### src/ats_pkg.sv
package ats_pkg;

    localparam int unsigned ATS_DATA_W = 16;

    typedef logic [ATS_DATA_W-1:0] ats_word_t;
    typedef logic [1:0]            ats_user_table_t;
    typedef logic [2:0]            ats_selector_t;

    typedef enum logic [3:0]
    {
        ATS_USR_OFF      = 4'h1,
        ATS_USR_WAIT_IND = 4'h2,
        ATS_USR_WAIT_MEM = 4'h4,
        ATS_USR_ON       = 4'h8
    } ats_usr_state_t;

    // Word bit positions; the word numbers its bits from the top, so word bit 0 is index 15.
    localparam int unsigned ATS_BIT_MTE_HI = 15;
    localparam int unsigned ATS_BIT_USR    = 14;
    localparam int unsigned ATS_BIT_IOF    = 13;
    localparam int unsigned ATS_BIT_WPF    = 12;
    localparam int unsigned ATS_BIT_IDF    = 11;
    localparam int unsigned ATS_BIT_SC     = 10;
    localparam int unsigned ATS_SEL_HI     = 9;
    localparam int unsigned ATS_SEL_LO     = 7;
    localparam int unsigned ATS_BIT_LEF    = 6;
    localparam int unsigned ATS_BIT_IOP    = 5;
    localparam int unsigned ATS_BIT_WP     = 4;
    localparam int unsigned ATS_BIT_INP    = 3;
    localparam int unsigned ATS_BIT_MTE_LO = 2;
    localparam int unsigned ATS_BIT_DCH    = 1;
    localparam int unsigned ATS_BIT_UI_EN  = 0;

    // User table codes on {word bit 0, word bit 13}.
    localparam ats_user_table_t ATS_TABLE_A = 2'h0;
    localparam ats_user_table_t ATS_TABLE_B = 2'h1;
    localparam ats_user_table_t ATS_TABLE_C = 2'h2;
    localparam ats_user_table_t ATS_TABLE_D = 2'h3;

    // Table selector codes.
    localparam ats_selector_t ATS_SEL_USER_A = 3'h0;
    localparam ats_selector_t ATS_SEL_USER_C = 3'h1;
    localparam ats_selector_t ATS_SEL_USER_B = 3'h2;
    localparam ats_selector_t ATS_SEL_USER_D = 3'h3;
    localparam ats_selector_t ATS_SEL_CHAN_A = 3'h4;
    localparam ats_selector_t ATS_SEL_CHAN_C = 3'h5;
    localparam ats_selector_t ATS_SEL_CHAN_B = 3'h6;
    localparam ats_selector_t ATS_SEL_CHAN_D = 3'h7;

    localparam ats_word_t       ATS_WORD_RST  = 16'h0000;
    localparam ats_user_table_t ATS_TABLE_RST = 2'h0;
    localparam ats_selector_t   ATS_SEL_RST   = 3'h0;

endpackage : ats_pkg

### src/ats_translator_status.sv
`timescale 1ns/10ps
// Overview of operation
// - Written config applies after next memory reference, except channel translation and table selector, which apply at the load
// - Read returns present state, not pending config
// - Read bits 0,13 give enabled user table
// - Read bit 1 shows user translation active
// - Read bit 2 flags port guard fault
// - Read bit 3 flags write guard fault
// - Read bit 4 flags deferral guard fault
// - Read bit 5 flags fault during single-cycle translate
// - Read bits 6-8 give last filled table
// - Selector codes user A,C,B,D then channel A,C,B,D
// - Read bit 9 shows effective address mode
// - Read bit 10 shows port protection enable
// - Read bit 11 shows write protection enable
// - Read bit 12 shows deferral protection enable
// - Read bit 14 shows channel translation on
// - Read bit 15 shows interrupt taken while mapped
module ats_translator_status
(
    input  wire logic                     ref_clk_i,
    input  wire logic                     rst_n_i,
    input  wire logic                     translator_load_op_i,
    input  wire ats_pkg::ats_word_t       load_data_i,
    input  wire logic                     translator_read_op_i,
    output logic                          read_valid_o,
    output ats_pkg::ats_word_t            read_data_o,
    input  wire logic                     mem_ref_i,
    input  wire logic                     indirect_ref_i,
    input  wire logic                     table_fill_op_i,
    input  wire logic                     single_cycle_translate_op_i,
    input  wire logic                     prot_fault_i,
    input  wire logic                     port_guard_fault_i,
    input  wire logic                     write_guard_fault_i,
    input  wire logic                     deferral_guard_fault_i,
    input  wire logic                     interrupt_taken_i,
    output logic                          user_translation_on_o,
    output logic                          channel_translation_on_o,
    output ats_pkg::ats_user_table_t      user_table_enable_o,
    output ats_pkg::ats_selector_t        table_selector_o,
    output logic                          effective_address_mode_o,
    output logic                          port_protect_o,
    output logic                          write_protect_o,
    output logic                          deferral_protect_o
);
    import ats_pkg::*;

    ////////////////////////////////////////////////////////////////////////////////
    // Field extraction.

    function automatic ats_user_table_t ats_table_of(input ats_word_t w);
        ats_table_of = {w[ATS_BIT_MTE_HI], w[ATS_BIT_MTE_LO]};
    endfunction : ats_table_of

    wire ats_user_table_t wr_table   = ats_table_of(load_data_i);
    wire ats_selector_t   wr_sel     = load_data_i[ATS_SEL_HI:ATS_SEL_LO];
    wire logic            wr_lef     = load_data_i[ATS_BIT_LEF];
    wire logic            wr_iop     = load_data_i[ATS_BIT_IOP];
    wire logic            wr_wp      = load_data_i[ATS_BIT_WP];
    wire logic            wr_inp     = load_data_i[ATS_BIT_INP];
    wire logic            wr_dch     = load_data_i[ATS_BIT_DCH];
    wire logic            wr_usr     = load_data_i[ATS_BIT_UI_EN];

    ////////////////////////////////////////////////////////////////////////////////
    // Pending configuration, held until the next memory reference.

    ats_user_table_t pend_table_q;
    ats_user_table_t pend_table_d;
    logic            pend_lef_q;
    logic            pend_lef_d;
    logic            pend_iop_q;
    logic            pend_iop_d;
    logic            pend_wp_q;
    logic            pend_wp_d;
    logic            pend_inp_q;
    logic            pend_inp_d;
    logic            pend_usr_q;
    logic            pend_usr_d;
    logic            cfg_pend_q;
    logic            cfg_pend_d;

    // A load in the same cycle as a reference waits for the following reference.
    wire logic apply_cfg = cfg_pend_q & mem_ref_i & ~translator_load_op_i;

    assign pend_table_d = translator_load_op_i ? wr_table : pend_table_q;
    assign pend_lef_d   = translator_load_op_i ? wr_lef   : pend_lef_q;
    assign pend_iop_d   = translator_load_op_i ? wr_iop   : pend_iop_q;
    assign pend_wp_d    = translator_load_op_i ? wr_wp    : pend_wp_q;
    assign pend_inp_d   = translator_load_op_i ? wr_inp   : pend_inp_q;
    assign pend_usr_d   = translator_load_op_i ? wr_usr   : pend_usr_q;
    assign cfg_pend_d   = translator_load_op_i | (cfg_pend_q & ~mem_ref_i);

    always_ff @(posedge ref_clk_i or negedge rst_n_i)
    begin
        if (!rst_n_i)
        begin
            pend_table_q <= ATS_TABLE_RST;
            pend_lef_q   <= 1'b0;
            pend_iop_q   <= 1'b0;
            pend_wp_q    <= 1'b0;
            pend_inp_q   <= 1'b0;
            pend_usr_q   <= 1'b0;
            cfg_pend_q   <= 1'b0;
        end
        else
        begin
            pend_table_q <= pend_table_d;
            pend_lef_q   <= pend_lef_d;
            pend_iop_q   <= pend_iop_d;
            pend_wp_q    <= pend_wp_d;
            pend_inp_q   <= pend_inp_d;
            pend_usr_q   <= pend_usr_d;
            cfg_pend_q   <= cfg_pend_d;
        end
    end

    ////////////////////////////////////////////////////////////////////////////////
    // Present user context and channel translation.

    ats_user_table_t act_table_q;
    ats_user_table_t act_table_d;
    logic            act_lef_q;
    logic            act_lef_d;
    logic            act_iop_q;
    logic            act_iop_d;
    logic            act_wp_q;
    logic            act_wp_d;
    logic            act_inp_q;
    logic            act_inp_d;
    logic            dch_on_q;
    logic            dch_on_d;
    ats_selector_t   fill_sel_q;
    ats_selector_t   fill_sel_d;
    ats_selector_t   last_fill_q;
    ats_selector_t   last_fill_d;

    assign act_table_d = apply_cfg ? pend_table_q : act_table_q;
    assign act_lef_d   = apply_cfg ? pend_lef_q   : act_lef_q;
    assign act_iop_d   = apply_cfg ? pend_iop_q   : act_iop_q;
    assign act_wp_d    = apply_cfg ? pend_wp_q    : act_wp_q;
    assign act_inp_d   = apply_cfg ? pend_inp_q   : act_inp_q;
    assign dch_on_d    = translator_load_op_i ? wr_dch : dch_on_q;
    assign fill_sel_d  = translator_load_op_i ? wr_sel : fill_sel_q;
    assign last_fill_d = table_fill_op_i ? fill_sel_q : last_fill_q;

    always_ff @(posedge ref_clk_i or negedge rst_n_i)
    begin
        if (!rst_n_i)
        begin
            act_table_q <= ATS_TABLE_RST;
            act_lef_q   <= 1'b0;
            act_iop_q   <= 1'b0;
            act_wp_q    <= 1'b0;
            act_inp_q   <= 1'b0;
            dch_on_q    <= 1'b0;
            fill_sel_q  <= ATS_SEL_RST;
            last_fill_q <= ATS_SEL_RST;
        end
        else
        begin
            act_table_q <= act_table_d;
            act_lef_q   <= act_lef_d;
            act_iop_q   <= act_iop_d;
            act_wp_q    <= act_wp_d;
            act_inp_q   <= act_inp_d;
            dch_on_q    <= dch_on_d;
            fill_sel_q  <= fill_sel_d;
            last_fill_q <= last_fill_d;
        end
    end

    ////////////////////////////////////////////////////////////////////////////////
    // User translation enable sequence: armed by a load, then indirect, then reference.

    ats_usr_state_t usr_state_q;
    ats_usr_state_t usr_state_d;

    always_comb
    begin
        usr_state_d = usr_state_q;
        if (apply_cfg && !pend_usr_q)
        begin
            usr_state_d = ATS_USR_OFF;
        end
        else
        begin
            case (usr_state_q)
                ATS_USR_OFF:
                begin
                    if (translator_load_op_i && wr_usr)
                    begin
                        usr_state_d = ATS_USR_WAIT_IND;
                    end
                end
                ATS_USR_WAIT_IND:
                begin
                    if (indirect_ref_i)
                    begin
                        usr_state_d = ATS_USR_WAIT_MEM;
                    end
                end
                ATS_USR_WAIT_MEM:
                begin
                    if (mem_ref_i)
                    begin
                        usr_state_d = ATS_USR_ON;
                    end
                end
                ATS_USR_ON:
                begin
                    usr_state_d = ATS_USR_ON;
                end
                default:
                begin
                    usr_state_d = ATS_USR_OFF;
                end
            endcase
        end
    end

    always_ff @(posedge ref_clk_i or negedge rst_n_i)
    begin
        if (!rst_n_i)
        begin
            usr_state_q <= ATS_USR_OFF;
        end
        else
        begin
            usr_state_q <= usr_state_d;
        end
    end

    wire logic usr_on = (usr_state_q == ATS_USR_ON);

    ////////////////////////////////////////////////////////////////////////////////
    // Fault cause and interrupt context capture.

    logic iof_q;
    logic wpf_q;
    logic idf_q;
    logic sc_q;
    logic ui_q;
    logic iof_d;
    logic wpf_d;
    logic idf_d;
    logic sc_d;
    logic ui_d;

    // Each fault replaces the previous cause, so only the latest one shows.
    assign iof_d = prot_fault_i ? port_guard_fault_i          : iof_q;
    assign wpf_d = prot_fault_i ? write_guard_fault_i         : wpf_q;
    assign idf_d = prot_fault_i ? deferral_guard_fault_i      : idf_q;
    assign sc_d  = prot_fault_i ? single_cycle_translate_op_i : sc_q;
    assign ui_d  = interrupt_taken_i ? usr_on : ui_q;

    always_ff @(posedge ref_clk_i or negedge rst_n_i)
    begin
        if (!rst_n_i)
        begin
            iof_q <= 1'b0;
            wpf_q <= 1'b0;
            idf_q <= 1'b0;
            sc_q  <= 1'b0;
            ui_q  <= 1'b0;
        end
        else
        begin
            iof_q <= iof_d;
            wpf_q <= wpf_d;
            idf_q <= idf_d;
            sc_q  <= sc_d;
            ui_q  <= ui_d;
        end
    end

    ////////////////////////////////////////////////////////////////////////////////
    // Read word assembly and read port.

    ats_word_t status_word;
    ats_word_t read_data_q;
    ats_word_t read_data_d;
    logic      read_valid_q;

    always_comb
    begin
        status_word                        = ATS_WORD_RST;
        status_word[ATS_BIT_MTE_HI]        = act_table_q[1];
        status_word[ATS_BIT_MTE_LO]        = act_table_q[0];
        status_word[ATS_BIT_USR]           = usr_on;
        status_word[ATS_BIT_IOF]           = iof_q;
        status_word[ATS_BIT_WPF]           = wpf_q;
        status_word[ATS_BIT_IDF]           = idf_q;
        status_word[ATS_BIT_SC]            = sc_q;
        status_word[ATS_SEL_HI:ATS_SEL_LO] = last_fill_q;
        status_word[ATS_BIT_LEF]           = act_lef_q;
        status_word[ATS_BIT_IOP]           = act_iop_q;
        status_word[ATS_BIT_WP]            = act_wp_q;
        status_word[ATS_BIT_INP]           = act_inp_q;
        status_word[ATS_BIT_DCH]           = dch_on_q;
        status_word[ATS_BIT_UI_EN]         = ui_q;
    end

    assign read_data_d = translator_read_op_i ? status_word : read_data_q;

    always_ff @(posedge ref_clk_i or negedge rst_n_i)
    begin
        if (!rst_n_i)
        begin
            read_data_q  <= ATS_WORD_RST;
            read_valid_q <= 1'b0;
        end
        else
        begin
            read_data_q  <= read_data_d;
            read_valid_q <= translator_read_op_i;
        end
    end

    assign read_data_o              = read_data_q;
    assign read_valid_o             = read_valid_q;
    assign user_translation_on_o    = usr_on;
    assign channel_translation_on_o = dch_on_q;
    assign user_table_enable_o      = act_table_q;
    assign table_selector_o         = fill_sel_q;
    assign effective_address_mode_o = act_lef_q;
    assign port_protect_o           = act_iop_q;
    assign write_protect_o          = act_wp_q;
    assign deferral_protect_o       = act_inp_q;

    ////////////////////////////////////////////////////////////////////////////////
    // Checks.

    cfg_apply_a: assert property (
        @(posedge ref_clk_i) disable iff (!rst_n_i)
        (cfg_pend_q && mem_ref_i && !translator_load_op_i)
        |=> (act_iop_q == $past(pend_iop_q)) && (act_lef_q == $past(pend_lef_q)) && !cfg_pend_q)
        else $error("Pending configuration not applied at memory reference.");

    cfg_hold_a: assert property (
        @(posedge ref_clk_i) disable iff (!rst_n_i)
        (translator_load_op_i && !cfg_pend_q) |=> $stable(act_table_q) && $stable(act_wp_q))
        else $error("Configuration took effect before a memory reference.");

    read_state_a: assert property (
        @(posedge ref_clk_i) disable iff (!rst_n_i)
        translator_read_op_i |=> read_valid_o
            && (read_data_o[ATS_BIT_USR] == $past(usr_on))
            && (read_data_o[ATS_BIT_WP] == $past(act_wp_q)))
        else $error("Read word does not show present state.");

    read_table_a: assert property (
        @(posedge ref_clk_i) disable iff (!rst_n_i)
        translator_read_op_i
        |=> {read_data_o[ATS_BIT_MTE_HI], read_data_o[ATS_BIT_MTE_LO]} == $past(act_table_q))
        else $error("Read table field wrong.");

    fault_cause_a: assert property (
        @(posedge ref_clk_i) disable iff (!rst_n_i)
        prot_fault_i |=> (iof_q == $past(port_guard_fault_i))
            && (wpf_q == $past(write_guard_fault_i))
            && (idf_q == $past(deferral_guard_fault_i))
            && (sc_q == $past(single_cycle_translate_op_i)))
        else $error("Fault cause not captured.");

    fill_table_a: assert property (
        @(posedge ref_clk_i) disable iff (!rst_n_i)
        (translator_load_op_i ##1 !translator_load_op_i
            ##1 (table_fill_op_i && !translator_load_op_i))
        |=> last_fill_q == $past(load_data_i[ATS_SEL_HI:ATS_SEL_LO], 3))
        else $error("Filled table not recorded.");

    chan_on_a: assert property (
        @(posedge ref_clk_i) disable iff (!rst_n_i)
        translator_load_op_i |=> channel_translation_on_o == $past(wr_dch))
        else $error("Channel translation did not follow the write.");

    usr_rise_a: assert property (
        @(posedge ref_clk_i) disable iff (!rst_n_i)
        $rose(user_translation_on_o)
        |-> $past(usr_state_q == ATS_USR_WAIT_MEM) && $past(mem_ref_i))
        else $error("User translation rose without indirect then reference.");

    mapped_irq_a: assert property (
        @(posedge ref_clk_i) disable iff (!rst_n_i)
        interrupt_taken_i |=> ui_q == $past(user_translation_on_o))
        else $error("Interrupt context not captured.");

endmodule : ats_translator_status

### config.mk
export PLATFORM = sky130hd
export DESIGN_NAME = ats_translator_status
export DESIGN_NICKNAME = d
export VERILOG_FILES = /design/src/ats_pkg.sv /design/src/ats_translator_status.sv
export SDC_FILE = /design/constraint.sdc
export NUM_CORES = 1
export LEC_CHECK = 0
export BUFFER_PORTS_ARGS = -buffer_cell sky130_fd_sc_hd__buf_4
export CAP_MARGIN = 5
export CORE_MARGIN = 5
export CORE_UTILIZATION = 50
export DETAILED_ROUTE_END_ITERATION = 16
export GPL_TIMING_DRIVEN = 0
export PLACE_DENSITY_LB_ADDON = 0.05
export RECOVER_POWER = 50
export SLEW_MARGIN = 10
export SYNTH_ARGS = -nofsm -noshare
export SYNTH_HDL_FRONTEND = slang
export SYNTH_SLANG_ARGS = --single-unit
### constraint.sdc
create_clock -name ref_clk_i -period 1.45 [get_ports ref_clk_i]
set_input_delay 0.2175 -clock ref_clk_i [delete_from_list [all_inputs] [get_ports ref_clk_i]]
set_output_delay 0.2175 -clock ref_clk_i [all_outputs]
set_load 0.005 [all_outputs]
After elaboration in Yosys (flattened, before gate mapping)
Cells that the tools add are included.

operators by class
  equal/unequal tests = 7
  mux-type cells = 5
  bitwise gates (word level) = 6
  reductions and logical operators = 4

operators with widths
  cell                                                                   count
  4-bit two-way mux                                                      4
  4-bit case mux with 4 select lines                                     1
  3-bit inequality test, second input constant                           3
  4-bit by 1-bit equality test with 1-bit output, second input constant  1
  4-bit by 2-bit equality test with 1-bit output, second input constant  1
  4-bit by 3-bit equality test with 1-bit output, second input constant  1
  4-bit equality test, second input constant                             1
  1-bit AND                                                              3
  3-bit AND reduction                                                    1
  1-bit logical AND                                                      2
  1-bit NOT                                                              2
  1-bit logical NOT                                                      1
  1-bit OR                                                               1

word-level totals
  register bits after elaboration = 47
  input bits = 29
  logic and storage cells = 45

Depth between registers and ports, before layout
Gate-level depths: netlist (run 1).

  depth in word-level cells = 5
  mapped depth = 3

Least setup slack after synthesis (run 1)
No wires, ideal clock.

  path kind = register to register
  from = register usr_state_q[0]
  to = register usr_state_q[0]
  library setup time = 92 ps
  arrival = 1024 ps
  path slack = 333 ps
  stages on the path, launching flop included = 4
  clock period less this slack = 1117 ps
  path through = dfstp_2 -> nand4b_1 -> a311oi_1 -> o22ai_1

between the ends
  longest elaborated chain between the ends = 3

RTL lines
  element                                                                      RTL line                      RTL
  start, declared                                                              ats_translator_status.sv:175  ats_usr_state_t usr_state_q;
  start signal, assigned                                                       ats_translator_status.sv:229  usr_state_q <= usr_state_d;
  4-bit equality test, or another cell as far along                            ats_translator_status.sv:187  case (usr_state_q)
  4-bit case mux with 4 select lines or 3-bit inequality test (tied branches)  n/a
  4-bit two-way mux or 3-bit AND reduction (tied branches)                     n/a

Parallel ways exist; a longest one is shown, timed or not.
A chain may end at the register's enable or synchronous reset.

Worst setup path in the final report (run 1)
  from = register usr_state_q[1]
  to = output port user_translation_on_o

between the ends
  longest elaborated chain between the ends = 1

RTL lines
  element              RTL line                      RTL
  4-bit equality test  ats_translator_status.sv:233  wire logic usr_on = (usr_state_q == ATS_USR_ON);
  end, declared        ats_translator_status.sv:37   output logic user_translation_on_o,

Every way passes these cells.

==> flow_metrics.py, run 1 <==
metrics = {
    "critical_path": {
        "cp.arrival_ps": 1230,
        "r2r_cells": 4,
        "reg2reg_setup_slack_ps": 110,
        "crit_slowest_cell": "dfrtp_2",
        "path_class": "register to output pin",
        "setup.worst_path.end_class": "output pin",
        "cp_slowest_stage_delay_ps": 450,
        "worst-path-max-fanout": 2,
        "path_cells": "nor4b_4, buf_4",
        "cp_data_required_time_ps": 1230,
        "cp.depth": 2,
        "worst-path-buf-inv": 1,
        "worstSetupStartpointType": "register",
        "crit_family": "flip-flops",
    },
    "timing": {
        "tightest_slew_ps": 583,
        "setup_viol": 0,
        "hold_viol": 0,
        "min_period_ps": 1440,
        "drv_slew": 0,
        "slew-limit-headroom_pct": 61.1,
        "post-route-period-util_pct": 99.6,
        "timing.fmax_ghz": 0.692,
        "grt_setup_unrepaired": "yes",
        "fin_worst_skew_ps": 8.32,
    },
    "route": {
        "initialDrtViolationCount": 85,
        "drcViolationCount": 0,
        "routedWlPerCell_um": 15.4,
        "vias": 1144,
        "antenna_left": 0,
        "viasPerCell": 5.13,
        "wirelength_um": 3430,
        "first_pass_iters": 4,
    },
    "die": {
        "die_y_um": 70.3,
        "die_area_sq_um": 4940,
        "ios": 57,
        "die_w_um": 70.3,
        "initial_core_util_pct": 50.8,
        "rows": 22,
        "core-area_sq_um": 3580,
    },
    "synth": {
        "synth_cell_types": 22,
        "synth_seq_area_share_pct": 64.8,
        "avgSynthCellArea_sq_um": 16.5,
        "synth-seq-cells": 47,
        "netlist.area_leader.share_pct": 63.4,
        "yosysWarnings": 0,
        "synth_area_leaders": "dfrtp_1 63%, mux2_2 25%, dfstp_2 1.4%, nor4b_4 1.3%, nand3b_4 1.1%",
        "synth.net_count": 139,
        "syn_inst": 110,
        "synth_area_sq_um": 1820,
        "yosys.area.top_type": "dfrtp_1",
    },
    "layout": {
        "n_antenna_cell": 0,
        "fin_nets": 203,
        "final_area_sq_um": 2390,
        "stdcell_count": 223,
        "final_core_util_pct": 66.7,
        "final_common_cell": "buf_4",
        "layout_common_cells": "55 x buf_4, 43 x dfrtp_1, 41 x mux2_2",
        "drive_above_1_share_pct": 65.1,
        "synthToLayoutAreaGrowth_pct": 31.3,
    },
    "run_status": {
        "status": "finished, final reports clean",
    },
    "worst_hold_path": {
        "hold_depth": 2,
        "hp-class": "input port to register",
    },
    "global_routing": {
        "grt_first_pass_wirelength_um": 5780,
        "grt_util_all_layers_pct": 15.3,
        "grt_pass1_vias": 1214,
        "grt_max_degree": 48,
        "gr-total-overflow": 0,
        "antenna_found_initial": 0,
    },
    "clock_network": {
        "clk_pin_slew_worst_paths_ps": 130,
        "root_buffer": "clkbuf_4",
        "clock_path_buffers": 2,
        "htree_levels": 2,
        "cts_sinks": 47,
        "cts_made_buffers": 5,
        "clock_latency_ps": 360,
        "cts_tree": "yes",
    },
    "power_and_ir_drop": {
        "p_sw_share_pct": 24.5,
        "leakage_nw": 1.11,
        "comb_power_share_pct": 19.7,
        "p_sw_uw": 701,
        "vdd_ir_drop_max_mv": 0.821,
        "pwr-share-clk_pct": 23.8,
        "seqPwrFrac_pct": 56.4,
        "p_int_mw": 2.16,
        "power.density_nw_per_um2": 1200,
    },
    "placement": {
        "place_area_sq_um": 2260,
        "dp_hpwl_um": 2430,
        "io_buffers": 51,
        "gp_routability_congestion": 0.846,
        "dp_cells": 209,
    },
    "job": {
        "drv_cap": 0,
    },
}
## power by group through the flow
| stage | combinational (mW) | sequential, mW | clock, mW |
|---|---|---|---|
| 5_1_grt | 0.621 | 1.65 | 0.772 |
| 3_3_place_gp | 0.542 | 1.64 | 0 |
| 4_1_cts | 0.579 | 1.62 | 0.712 |
| 6_report | 0.566 | 1.62 | 0.682 |
| 2_1_floorplan | 0.213 | 1.64 | 0 |
| 3_5_place_dp | 0.557 | 1.65 | 0 |
## cell usage after synthesis (all sizes together)
library cell and number:
dfstp 1, nand2b 1, o21a 1, o22ai 1, nor4 2, a21oi 1
nor4b 2, inv 2, o21ai 1, nand3b 1, a21o 1, buf 3
nand4b 1, mux2 41, a311oi 1, nor2 1, a31oi 1, dfrtp 46
and3b 1, nor3b 1
## timing repair
item	CTS	global route
hold buffers	2	0
buffers inserted	4	0
pin swaps	1	0
gates resized for setup	3	0
hold endpoints to repair	47	0
endpoints found under the setup margin	1	1
## cells by family (layout without fill, tap and decap cells)
logic type	Yosys count	after routing	synth area share, %
AO/OA/AOI/OAI	7	7	2.55
buffers and inverters	5	70	1.38
flip-flops	47	47	64.8
multiplexers	41	41	25.4
AND/OR/NAND/NOR	10	10	5.85
## final timing paths
check	from	end
worst max-delay path	usr_state_q[1]	user_translation_on_o
worst min-delay path	load_data_i[2]	pend_table_q[0]
worst max register to register	usr_state_q[0]	usr_state_q[0]
worst min register to register	pend_usr_q	usr_state_q[0]
max in group asynchronous	rst_n_i	usr_state_q[1]
min in group asynchronous	rst_n_i	usr_state_q[3]
## worst reg2reg max path, cell delays in order, from the launching register on
cell,delay (ps)
dfstp_2,580
buf_4,140
nand4b_1,100
a311oi_1,310
o22ai_1,140
## cell type report
cell class | instances | area, sq um
multi-input combinational | 58 | 614
buffer | 3 | 17.5
sequential | 47 | 1180
tap | 48 | 60.1
fill | 281 | 1190
timing repair buffer | 57 | 433
clock inverter | 1 | 7.51
inverter | 2 | 7.51
clock buffer | 7 | 65.1
## flip-flops by register name, indices dropped and copies added, names as in the netlist, 2 cells and up
| signal | count |
|---|---|
| table_selector_o | 3 |
| usr_state_q | 4 |
| pend_table_q | 2 |
| user_table_enable_o | 2 |
| last_fill_q | 3 |
| read_data_o | 16 |
## metrics by stage
step / hold slack, ps / setup slack, ps / total power [mW] / TNS (ps)
finish: 75.3 / 5.69 / 2.87 / 0
detailed placement: 256 / 229 / 2.21 / 0
floorplan: -78.1 / 333 / 1.85 / 0
global route: 42.3 / -45.0 / 3.04 / -45.0
CTS: 59.7 / -1.59 / 2.91 / -1.59
global placement: 243 / 249 / 2.18 / 0
## routing by layer
metal	vias to the layer above	GRT usage, %	wire length (um)
li1	525	-	-
met2	38	25.5	1760
met1	575	17.1	1360
met3	6	6.33	250
met5	-	0	0
met4	0	6.38	59
(Power assumes the default switching activity.)
==> run 2: changes to the inputs <==
- SETUP_SLACK_MARGIN: not set -> 0.15
==> run 2 against run 1 <==
Global-route usage is the same. Largest power group unchanged. Sequential power is essentially flat. Non-clock buffer count grew 1. Worst setup slack lost 2.1 ps. Worst hold slack lost 0.67 ps. Wire length shrank 0.26%. Combinational power grew 1%. Count of clock-buffer cells in the layout is the same. Cell area grew 0.52%.
==> flow_metrics.py, run 2 (synthesis results as in run 1) <==
metrics = {
    "power_and_ir_drop": {
        "total_power_mw": 2.87,
        "vdd_ir_drop_max_mv": 0.822,
        "power.density_nw_per_um2": 1200,
        "leakage_nw": 1.11,
    },
    "critical_path": {
        "rr_endpoint": "usr_state_q[0]",
        "cp_data_required_time_ps": 1230,
        "cp_slowest_stage_delay_ps": 450,
        "path_class": "register to output pin",
        "worst-path-max-fanout": 2,
        "r2r-start": "usr_state_q[0]",
        "cp.arrival_ps": 1230,
        "worstSetupStartpointType": "register",
        "r2r_cells": 4,
        "startpoint": "usr_state_q[1]",
        "setup.worst_path.end_class": "output pin",
        "worst-path-buf-inv": 1,
        "reg2reg_setup_slack_ps": 190,
        "path_cells": "nor4b_4, buf_4",
        "crit_family": "flip-flops",
        "crit_slowest_cell": "dfrtp_2",
    },
    "placement": {
        "io_buffers": 51,
        "gp_routability_congestion": 0.846,
        "dp_slack_ps": 229,
        "dp_hpwl_um": 2430,
    },
    "timing": {
        "drv_slew": 0,
        "grt_setup_unrepaired": "yes",
        "slew-limit-headroom_pct": 58.1,
        "setup_slack_ps": 3.54,
        "whs_ps": 74.7,
        "setup_viol": 0,
        "hold_viol": 0,
        "tightest_slew_ps": 629,
        "post-route-period-util_pct": 99.8,
        "fin_worst_skew_ps": 9.82,
        "timing.fmax_ghz": 0.691,
        "min_period_ps": 1450,
    },
    "route": {
        "wirelength_um": 3420,
        "first_pass_iters": 4,
        "vias": 1154,
        "routedWlPerCell_um": 15.3,
        "initialDrtViolationCount": 101,
        "drcViolationCount": 0,
        "antenna_left": 0,
        "viasPerCell": 5.15,
    },
    "layout": {
        "fin_nets": 204,
        "fill_cells": 277,
        "layout_common_cells": "54 x buf_4, 43 x dfrtp_1, 41 x mux2_2",
        "drive_above_1_share_pct": 64.8,
        "synthToLayoutAreaGrowth_pct": 32.0,
        "final_core_util_pct": 67.0,
        "n_antenna_cell": 0,
        "largest_register_ffs": 16,
        "final_common_cell": "buf_4",
        "multi_input_area_sq_um": 621,
        "seq_area_sq_um": 1180,
    },
    "global_routing": {
        "antenna_found_initial": 0,
        "grt_pass1_vias": 1213,
        "grt_max_degree": 48,
        "grt_util_all_layers_pct": 15.3,
        "gr-total-overflow": 0,
        "grt_first_pass_wirelength_um": 5780,
    },
    "run_status": {
        "status": "finished, final reports clean",
    },
    "die": {
        "die_y_um": 70.3,
        "initial_core_util_pct": 50.8,
        "die_area_sq_um": 4940,
        "ios": 57,
        "die_w_um": 70.3,
        "rows": 22,
        "core-area_sq_um": 3580,
    },
    "worst_hold_path": {
        "min_to": "pend_table_q[0]",
        "hold_path.startpoint": "load_data_i[2]",
        "hp-class": "input port to register",
        "hold_depth": 2,
    },
    "clock_network": {
        "clock_latency_ps": 360,
        "htree_levels": 2,
        "root_buffer": "clkbuf_4",
        "clock_path_buffers": 2,
        "cts_made_buffers": 5,
        "cts_tree": "yes",
        "cts_sinks": 47,
        "clk_pin_slew_worst_paths_ps": 130,
    },
    "job": {
        "drv_cap": 0,
    },
}
run 2: cell types whose count changed in the layout (fill, tap and decap cells not counted):
cell,previous run,this run
clkbuf_1,0,2
a311oi_1,1,0
a311oi_2,0,1
buf_2,2,1
buf_4,55,54
buf_6,0,1
run 2: area by class of cell:
cell class / instances / share of cell area [%]
Buffer: 3 / 0.522
Clock buffer: 7 / 2.71
Clock inverter: 1 / 0.313
Inverter: 2 / 0.313
Multi-Input combinational cell: 58 / 25.9
Sequential cell: 47 / 49.2
Tap cell: 48 / 2.50
Timing Repair Buffer: 58 / 18.5
run 2: worst max path at each step:
stage                             to  cells after the start
2_1_floorplan         usr_state_q[0]                      3
3_3_place_gp          usr_state_q[0]                      3
3_5_place_dp   user_translation_on_o                      2
4_1_cts        user_translation_on_o                      2
5_1_grt        user_translation_on_o                      2
6_report       user_translation_on_o                      2
run 2: timing repair:
| item | CTS | global route |
|---|---|---|
| gates resized for setup | 3 | 2 |
| pin swaps | 2 | 2 |
| hold buffers | 2 | 0 |
| buffers inserted | 4 | 1 |
| setup endpoints to repair | 1 | 2 |
| gates cloned | 0 | 0 |
| endpoints found under the hold margin | 47 | 0 |
run 2: power by group:
part / internal (mW) / switching [mW] / leakage [nW]
combinational: 0.384 / 0.190 / 0.512
sequential: 1.50 / 0.116 / 0.558
clock: 0.284 / 0.398 / 0.0375
total: 2.17 / 0.704 / 1.11
run 2: stage by stage:
step           area (sq um)  std cells  setup TNS [ps]
2_1_floorplan          1820        110               0
3_3_place_gp           2260        209               0
3_5_place_dp           2260        209               0
4_1_cts                2390        223           -1.59
5_1_grt                2400        224           -45.0
6_report               2400        224               0
run 2: routing by layer:
layer | vias up | track usage, % | wire length (um)
met5 | - | 0 | 0
met4 | 0 | 6.38 | 60
met3 | 6 | 6.33 | 255
met2 | 35 | 25.5 | 1750
met1 | 585 | 17.1 | 1350
li1 | 528 | - | -
